--- src/inc/sspsi_pkg.sv ---
// Constants for strap sampling and suspend indicator block
package sspsi_pkg;
    localparam int unsigned CLK_PERIOD_NS     = 10;
    // Shortest reset pulse the system must apply
    localparam int unsigned RESET_MIN_NS      = 1000;
    localparam int unsigned RESET_MIN_CYCLES  =
        (RESET_MIN_NS + CLK_PERIOD_NS - 1) / CLK_PERIOD_NS;
    localparam int unsigned SYNC_STAGES       = 2;
    localparam logic [1:0]  SETTLE_LAST       = 2'h2;

    localparam logic [7:0]  ADDR_CTRL         = 8'h00;
    localparam logic [7:0]  ADDR_STATUS       = 8'h04;

    localparam int unsigned CTRL_CONFIGURED   = 0;
    localparam int unsigned CTRL_SUSPENDED    = 1;
    localparam int unsigned CTRL_DYNAMIC      = 2;
    localparam int unsigned CTRL_ATTACH       = 3;
    localparam logic [3:0]  CTRL_RESET        = 4'h0;

    localparam int unsigned ST_CFG_MGMT       = 0;
    localparam int unsigned ST_STRAP_LO       = 1;
    localparam int unsigned ST_RESERVED       = 3;
    localparam int unsigned ST_SP_SAMPLED     = 4;
    localparam int unsigned ST_SP_REPORT      = 5;
    localparam int unsigned ST_SUSPEND_INDICATOR       = 6;
    localparam int unsigned ST_VALID          = 7;
    localparam int unsigned ST_FIXED_LO       = 8;

    localparam logic [1:0]  STRAP_NONE        = 2'h0;
    localparam logic [1:0]  STRAP_PORT1       = 2'h1;
    localparam logic [1:0]  STRAP_PORT12      = 2'h2;
    localparam logic [1:0]  STRAP_RESERVED    = 2'h3;
    localparam logic [1:0]  MASK_NONE         = 2'h0;
    localparam logic [1:0]  MASK_PORT1        = 2'h1;
    localparam logic [1:0]  MASK_PORT12       = 2'h3;

    typedef enum logic [0:0] {
        SSPSI_SETTLE = 1'b0,
        SSPSI_DONE   = 1'b1
    } sspsi_state_e;
endpackage : sspsi_pkg

--- src/inc/sspsi_strap_if.sv ---
// Latched strap values and the live self-power level passed from the sampler to the core
`timescale 1ns/1ps
interface sspsi_strap_if;
    logic       straps_valid;
    logic       cfg_mgmt;
    logic [1:0] fixed_strap;
    logic       self_power_live;

    modport latch (output straps_valid, output cfg_mgmt,
                   output fixed_strap, output self_power_live);
    modport core  (input straps_valid, input cfg_mgmt,
                   input fixed_strap, input self_power_live);
endinterface : sspsi_strap_if

--- src/core/sspsi_strap_latch.sv ---
// Pin synchronisers and strap capture after reset release
`timescale 1ns/1ps
module sspsi_strap_latch
    import sspsi_pkg::*;
(
    input  wire logic     clk,
    input  wire logic     reset_n,
    input  wire logic     ce,
    input  wire logic     susp_pin_in,
    input  wire logic     mgmt_bus_data_pin,
    input  wire logic     mgmt_bus_clock_pin,
    sspsi_strap_if.latch  strap
);
    import sspsi_pkg::*;

    logic [2:0]   pins;
    logic [2:0]   sync1;
    logic [2:0]   sync2;
    sspsi_state_e state;
    sspsi_state_e next_state;
    logic [1:0]   cnt;
    logic [1:0]   next_cnt;
    logic         cfg_mgmt;
    logic         next_cfg_mgmt;
    logic [1:0]   fixed;
    logic [1:0]   next_fixed;

    assign pins = {mgmt_bus_clock_pin, mgmt_bus_data_pin, susp_pin_in};

    for (genvar i = 0; i < 3; i++) begin : g_sync
        always_ff @(posedge clk or negedge reset_n) begin
            if (!reset_n) begin
                sync1[i] <= 1'b0;
                sync2[i] <= 1'b0;
            end else if (ce) begin
                sync1[i] <= pins[i];
                sync2[i] <= sync1[i];
            end
        end
    end

    // Capture waits for the synchronisers to fill after release
    always_comb begin
        next_state    = state;
        next_cnt      = cnt;
        next_cfg_mgmt = cfg_mgmt;
        next_fixed    = fixed;
        unique case (state)
            SSPSI_SETTLE: begin
                if (cnt == SETTLE_LAST) begin
                    next_state    = SSPSI_DONE;
                    next_cfg_mgmt = sync2[2];
                    next_fixed    = {sync2[1], sync2[0]};
                end else begin
                    next_cnt = cnt + 2'h1;
                end
            end
            SSPSI_DONE: begin
                next_state = SSPSI_DONE;
            end
        endcase
    end

    always_ff @(posedge clk or negedge reset_n) begin
        if (!reset_n) begin
            state    <= SSPSI_SETTLE;
            cnt      <= 2'h0;
            cfg_mgmt <= 1'b0;
            fixed    <= STRAP_NONE;
        end else if (ce) begin
            state    <= next_state;
            cnt      <= next_cnt;
            cfg_mgmt <= next_cfg_mgmt;
            fixed    <= next_fixed;
        end
    end

    assign strap.straps_valid    = (state == SSPSI_DONE);
    assign strap.cfg_mgmt        = cfg_mgmt;
    assign strap.fixed_strap     = fixed;
    assign strap.self_power_live = sync2[0];
endmodule : sspsi_strap_latch

--- src/core/sspsi_top.sv ---
// Strap sampling and suspend/self-power pin block with APB registers
// How it works
// - The suspend indicator stays low when unconfigured or suspended.
// - The suspend indicator is high only when configured and active.
// - Under bus configuration the self-power level is sampled before attach.
// - After attach the self-power level is frozen.
// - Sampled low means bus powered, high means local power is present.
// - The sampled level picks the power report only with dynamic power set.
// - The shared pin is self-power input only under bus configuration.
// - The two-bit fixed-port strap is sampled at release and decoded.
// - The upper strap bit comes from the bus data pin at release.
// - The configuration method is latched from the bus clock pin.
//
// The APB slave port and the address map were chosen for this implementation.
`timescale 1ns/1ps
module sspsi_top
    import sspsi_pkg::*;
(
    input  wire logic        clk,
    input  wire logic        reset_n,
    input  wire logic        ce,
    input  wire logic        psel,
    input  wire logic        penable,
    input  wire logic        pwrite,
    input  wire logic [7:0]  paddr,
    input  wire logic [31:0] pwdata,
    output logic      [31:0] prdata,
    output logic             pready,
    output logic             pslverr,
    input  wire logic        susp_pin_in,
    output logic             suspend_indicator,
    output logic             suspend_indicator_oe,
    input  wire logic        mgmt_bus_data_pin,
    input  wire logic        mgmt_bus_clock_pin,
    output logic             config_by_mgmt_bus,
    output logic [1:0]       fixed_port_mask,
    output logic             fixed_port_reserved,
    output logic             self_powered_report
);
    import sspsi_pkg::*;

    sspsi_strap_if strap ();

    logic [3:0]  ctrl;
    logic [3:0]  next_ctrl;
    logic        sp_sampled;
    logic        next_sp_sampled;
    logic        next_susp;
    logic        next_susp_oe;
    logic [1:0]  next_mask;
    logic        next_reserved;
    logic        next_report;
    logic [31:0] next_prdata;
    logic        next_pready;
    logic        next_pslverr;
    logic [31:0] status_word;
    logic        setup;
    logic        access;
    logic        mapped;

    sspsi_strap_latch u_latch (
        .clk                (clk),
        .reset_n            (reset_n),
        .ce                 (ce),
        .susp_pin_in        (susp_pin_in),
        .mgmt_bus_data_pin  (mgmt_bus_data_pin),
        .mgmt_bus_clock_pin (mgmt_bus_clock_pin),
        .strap              (strap)
    );

    assign setup  = psel && !penable;
    assign access = psel && penable && pready;
    assign mapped = (paddr == ADDR_CTRL) || (paddr == ADDR_STATUS);

    always_comb begin
        status_word                  = 32'h0;
        status_word[ST_CFG_MGMT]     = config_by_mgmt_bus;
        status_word[ST_STRAP_LO+:2]  = strap.fixed_strap;
        status_word[ST_RESERVED]     = fixed_port_reserved;
        status_word[ST_SP_SAMPLED]   = sp_sampled;
        status_word[ST_SP_REPORT]    = self_powered_report;
        status_word[ST_SUSPEND_INDICATOR]     = suspend_indicator;
        status_word[ST_VALID]        = strap.straps_valid;
        status_word[ST_FIXED_LO+:2]  = fixed_port_mask;
    end

    // APB slave: no wait states, answer in the first access cycle
    always_comb begin
        next_pready  = setup;
        next_pslverr = setup && !mapped;
        next_prdata  = 32'h0;
        next_ctrl    = ctrl;
        if (setup && !pwrite && paddr == ADDR_CTRL) begin
            next_prdata[3:0] = ctrl;
        end
        if (setup && !pwrite && paddr == ADDR_STATUS) begin
            next_prdata = status_word;
        end
        if (access && pwrite && paddr == ADDR_CTRL) begin
            next_ctrl = pwdata[3:0];
            // Attach is sticky so the frozen sample cannot be reopened
            next_ctrl[CTRL_ATTACH] = ctrl[CTRL_ATTACH]
                                     || pwdata[CTRL_ATTACH];
        end
    end

    always_comb begin
        next_sp_sampled = sp_sampled;
        if (strap.straps_valid && strap.cfg_mgmt
            && !ctrl[CTRL_ATTACH]) begin
            next_sp_sampled = strap.self_power_live;
        end
        next_susp    = 1'b0;
        next_susp_oe = 1'b0;
        // Pin is driven only in strap mode, once the strap has been read
        if (strap.straps_valid && !strap.cfg_mgmt) begin
            next_susp_oe = 1'b1;
            next_susp    = ctrl[CTRL_CONFIGURED]
                           && !ctrl[CTRL_SUSPENDED];
        end
        // Bus-configured hubs report self power unless dynamic
        next_report = 1'b1;
        if (strap.cfg_mgmt && ctrl[CTRL_DYNAMIC]) begin
            next_report = sp_sampled;
        end
        next_reserved = 1'b0;
        unique case (strap.fixed_strap)
            STRAP_NONE:   next_mask = MASK_NONE;
            STRAP_PORT1:  next_mask = MASK_PORT1;
            STRAP_PORT12: next_mask = MASK_PORT12;
            STRAP_RESERVED: begin
                next_mask     = MASK_NONE;
                next_reserved = 1'b1;
            end
        endcase
    end

    always_ff @(posedge clk or negedge reset_n) begin
        if (!reset_n) begin
            ctrl                 <= CTRL_RESET;
            sp_sampled           <= 1'b0;
            suspend_indicator    <= 1'b0;
            suspend_indicator_oe <= 1'b0;
            config_by_mgmt_bus   <= 1'b0;
            fixed_port_mask      <= MASK_NONE;
            fixed_port_reserved  <= 1'b0;
            self_powered_report  <= 1'b1;
            prdata               <= 32'h0;
            pready               <= 1'b0;
            pslverr              <= 1'b0;
        end else if (ce) begin
            ctrl                 <= next_ctrl;
            sp_sampled           <= next_sp_sampled;
            suspend_indicator    <= next_susp;
            suspend_indicator_oe <= next_susp_oe;
            config_by_mgmt_bus   <= strap.cfg_mgmt;
            fixed_port_mask      <= next_mask;
            fixed_port_reserved  <= next_reserved;
            self_powered_report  <= next_report;
            prdata               <= next_prdata;
            pready               <= next_pready;
            pslverr              <= next_pslverr;
        end
    end
endmodule : sspsi_top

--- config.mk ---
export PLATFORM = sky130hd
export DESIGN_NAME = sspsi_top
export DESIGN_NICKNAME = d
export VERILOG_FILES = /design/src/inc/sspsi_pkg.sv /design/src/inc/sspsi_strap_if.sv /design/src/core/sspsi_strap_latch.sv /design/src/core/sspsi_top.sv
export SDC_FILE = /design/constraint.sdc
export NUM_CORES = 1
export LEC_CHECK = 0
export BUFFER_PORTS_ARGS = -buffer_cell sky130_fd_sc_hd__buf_2
export CAP_MARGIN = 40
export CORE_MARGIN = 2
export CORE_UTILIZATION = 40
export CTS_CLUSTER_SIZE = 28
export DETAILED_ROUTE_END_ITERATION = 10
export PLACE_DENSITY = 0.72
export SLEW_MARGIN = 20
export SYNTH_ARGS = -nofsm -noshare
export SYNTH_HDL_FRONTEND = slang
export SYNTH_HIERARCHICAL = 1
export SYNTH_SLANG_ARGS = --single-unit
--- constraint.sdc ---
create_clock -name clk -period 2 [get_ports clk]
set_input_delay 0.4 -clock clk [delete_from_list [all_inputs] [get_ports clk]]
set_output_delay 0.4 -clock clk [all_outputs]
set_load 0.02 [all_outputs]
# Word level (Yosys, flattened, before mapping)
# Cells that the tools add are included.
[totals]
ff_bits = 58
out_inout_bits = 41
word_cells = 67
[classes]
add_sub_neg = 1
eq_ne = 5
muxes = 9
bitwise = 2
reduce_logical = 29
[ops]
columns = ["op", "n"]
rows = [
  ["$logic_and 1x1->1", 14],
  ["$mux 10", 1],
  ["$eq 8x3->1 const B", 1],
  ["$logic_not 8->1", 1],
  ["$eq 2x2->1 const B", 3],
  ["$logic_not 1->1", 6],
  ["$pmux 2 s3", 1],
  ["$reduce_and 3->1", 2],
  ["$mux 1", 5],
  ["$mux 4", 1],
  ["$reduce_and 2->1", 2],
  ["$add 2x1->2 const B", 1],
  ["$eq 2x1->1 const B", 1],
  ["$logic_not 2->1", 1],
  ["$logic_or 1x1->1", 2],
  ["$not 1->1", 2],
  ["$pmux 1 s2", 1],
  ["$reduce_or 2->1", 1],
]

# Longest topological paths before layout
[depth]
depth_word = 6
depth_mapped = 5

# Modules after synthesis
# The synthesis kept the hierarchy.
[by_module_without_submodules]
columns = ["mod", "instances", "cells_per_inst", "area_each_um2"]
rows = [
  ["sspsi_top", 1, 102, 1237.4],
  ["sspsi_strap_latch", 1, 30, 506.7],
]

# Worst setup path before layout
# OpenSTA, ideal clock, no wires.
[synth_path]
path_kind = "input -> register"
startpoint = "input port ce"
endpoint = "register prdata[1]"
setup_time_ps = 126
arrival_time_ps = 1284
required_ps = 1874
path_slack_ps = 590
cell_stages = 5
cell_sequence = "buf_6 -> and2_0 -> and4_1 -> buf_6 -> a221o_1"
[synth_lines]
columns = ["item", "line", "text"]
rows = [
  ["start: declaration", "sspsi_top.sv:21", "input wire logic ce,"],
  ["end signal: assignment", "sspsi_top.sv:160", "prdata <= next_prdata;"],
  ["end: declaration", "sspsi_top.sv:27", "output logic [31:0] prdata,"],
]

# Worst setup path after layout
[layout_path]
startpoint = "register self_powered_report"
endpoint = "output port self_powered_report"
[layout_lines]
columns = ["item", "line", "text"]
rows = [
  ["start: declaration", "sspsi_top.sv:38", "output logic self_powered_report"],
  ["start signal: assignment", "sspsi_top.sv:159", "self_powered_report <= next_report;"],
]
# No word-level cell between the ends.

==> summary.md <==
| Metric | Value |
|---|---|
| Post-CTS Setup Inserts | `0` |
| Crit path largest cell delay | `~0.54 ns` |
| Clock Tree Buf Depth | `2` |
| Multi-input gate area | `around 700 sq um` |
| Placed Instances | `220` |
| Fin crit share | `a little over two thirds` |
| GRT Util Overall | `approximately 14%` |
| Pre-CTS WS | `between 0.3 and 0.4 ns` |
| Setup ws final | `a little over 0.6 ns` |
| Flop2flop setup slack | `around 0.71 ns` |
| Die ar. | `4900 sq um` |
| Largest area contributor in the netlist | `dfrtp_1` |
| H-tree Lvls | `2` |
| Initial antenna violation count | `0` |
| Area delta synth->final | `14.0%` |
| Post-Syn Instances | `132` |
| Total number of yosys warnings | `6` |
| CTS tree | `built` |
| Yosys cell types | `36` |
| Prevailing post-synth register cell | `dfrtp_1` |
| Vias in the first global route | `between 1,000 and 1,500` |
| Cts bufs inserted | `5` |
| Register Area | `902 sq um` |
| Run status | `completed` |
| Max Cap Viol | `0` |
| Final setup vio count | `0` |
| CP startpoint kind | `register` |
| IO Count | `90` |
| Post-Syn Area per Cell | `between 10 and 15 sq um` |
| Final hold violations | `0` |
| Post-synth ARST share | `100%` |
| Worst EP arrival | `between 0.9 and 1 ns` |
| Critical path's slowest cell | `dfstp_2` |
| Flops & latches, synth | `36` |
| Hold_ws | `about 0.14 ns` |
| Post-synth top area share | `between 50% and 60%` |
| FMAX | `between 700 and 800 MHz` |
| Detailed-route wire length per cell | `approximately 13 microns` |
| Worst r2r path cells | `4` |
| Post-CTS Hold Buffers | `0` |
| CP Capture Type | `output port` |
| Die X-Extent | `roughly 70 microns` |
| First-pass GRT wire length | `~5300 microns` |
| Delay-heaviest family, CP | `flip-flops` |
| Via count | `~1,100` |
| Leak | `between 1 and 1.5 nW` |
| RSZ-0062 raised after global routing | `false` |
| Crit path kind | `reg -> out` |
| Worst skew pair latency | `~0.28 ns` |
| R2r endpoint | `u_latch/strap.cfg_mgmt` |
| Worst-path clk slew | `0.07 ns` |
| Core area | `4260 sq um` |
| # rows | `24` |
| GRT overflow | `0` |
| Drt total wl | `3030 microns` |
| Buf/Inv on CP | `1` |
| Layout Cells excl Fill | `about 230` |
| Layout Skew | `between 0.0015 and 0.002 ns` |
| Sequential element share of the synthesized area | `~52%` |
| Die height | `between 70 and 80 microns` |
| Port-buffer cells | `39` |
| Power Dens Cells | `~900 nW/um^2` |
| DR DRC count | `0` |
| Clock sinks | `36` |
| Nets | `approximately 230` |
| EDFF count, synth | `0` |
| Antenna Cells | `0` |
| Mapped cell area | `around 1700 sq um` |
| Max VDD drop | `around 0.54 mV` |
| Hold Path Class | `in -> async` |
| R2r startpoint | `u_latch/cnt[0]` |
| Starting Density | `40.9%` |
| RD Place Congestion | `~0.73` |
| Clock root buffer | `clkbuf_8` |
| Largest net degree at the start of global routing | `37` |
| Ratio of cells with drive above 1 in the final layout | `about two fifths` |
| Post-CTS Resized | `0` |
| Detailed Routing Iterations Pass 1 | `4` |
| CP required | `about 1.6 ns` |
| Worst-path fanout max | `3` |
| Dpl hpwl | `~2200 microns` |
| Critical path cell sequence | `buf_2` |
| Tmin final | `about 1.4 ns` |
| Post-DR vias/cell | `4.72` |
| Fillers | `395` |
| Final ANT Viol Nets | `0` |
| Setup TNS Final | `0 ns` |
| Top post-synthesis cells by area | `dfrtp_1 (50%), mux2_2 (10%), buf_4 (9.9%), a22o_1 (3.0%), mux2_4 (2.6%)` |
| Iter 0 DRT Violations | `~50` |
| Final slew viol count | `0` |
cells by family (layout without fill, tap and decap cells):
logic type | count (synthesis) | count (layout) | synth area share, %
flip-flops | 36 | 36 | 51.7
multiplexers | 20 | 20 | 13.5
AND/OR/NAND/NOR | 23 | 23 | 11.6
other | 1 | 22 | 0.215
AO/OA/AOI/OAI | 16 | 16 | 7.53
XOR/XNOR | 1 | 1 | 0.502
buffers and inverters | 32 | 55 | 12.8
adder cells (fa/ha/maj) | 3 | 3 | 2.15
worst reg2reg max path: cells and delay by family (launching register included):
family	cells	cell delay [ns]
adder cells (fa/ha/maj)	1	0.29
flip-flops	1	0.36
buffers and inverters	1	0.09
AND/OR/NAND/NOR	1	0.13
multiplexers	1	0.31
stage by stage:
stage | instance area [sq um] | utilization (%) | total power [mW]
2_1_floorplan | 1820 | - | 1.20
3_3_place_gp | 1900 | 44.5 | 1.27
3_5_place_dp | 1900 | 44.5 | 1.28
4_1_cts | 1990 | 46.6 | 1.81
5_1_grt | 1990 | 46.6 | 1.90
6_report | 1990 | 46.6 | 1.79
per-layer routing:
layer | global-route usage (%) | routed length, microns | part of all wire (%)
met3 | 5.05 | 166 | 5.5
met4 | 8.12 | 58 | 1.9
met1 | 17.7 | 1390 | 46
met5 | 0 | 0 | 0
met2 | 21.0 | 1420 | 47
how the worst max path moves through the flow:
stage / startpoint / to / slack [ns] / cells after the start
CTS: self_powered_report / self_powered_report / 0.59 / 1
detailed placement: paddr[5] / prdata[2] / 0.37 / 4
finish: self_powered_report / self_powered_report / 0.61 / 1
floorplan: ce / prdata[1] / 0.59 / 5
global route: self_powered_report / self_powered_report / 0.56 / 1
global placement: paddr[5] / prdata[0] / 0.39 / 4
cell usage in the layout, fill, tap and decap left out, types with 4 or more instances in the layout:
cell type  instances
dfrtp_1           35
buf_2             39
a22o_1             6
conb_1            22
clkbuf_8           6
inv_1              6
mux2_2            16
a221o_1            4
nor2b_1            4
report_power, final:
part           total [mW]  switching (mW)  internal (mW)
logic               0.358           0.204          0.155
registers           0.906          0.0753          0.831
clock network       0.521           0.241          0.281
registers in the layout, indices dropped and copies added (netlist names), 2 cells and up:
| name | flops |
|---|---|
| u_latch/strap.fixed_strap | 2 |
| fixed_port_mask | 2 |
| u_latch/cnt | 2 |
| u_latch/sync1 | 3 |
| u_latch/sync2 | 2 |
| prdata | 10 |
| ctrl | 4 |
cell usage after synthesis (2+ instances only):
cell type	number
dfrtp_1	35
inv_1	6
buf_6	2
o21ai_0	2
nor2b_1	4
ha_1	3
buf_4	23
a22o_1	6
nor2_1	2
and4b_1	2
mux2_4	3
mux2_2	16
a221o_1	4
nand2_1	2
cell type report:
class,instances,area share [%]
clock buffers,8,4.53
well taps,52,3.27
inverters,6,1.13
multi-input cells,85,35.1
flip-flops and latches,36,45.4
repair buffers,41,10.6
No activity file was read; power rests on OpenSTA's default activity.
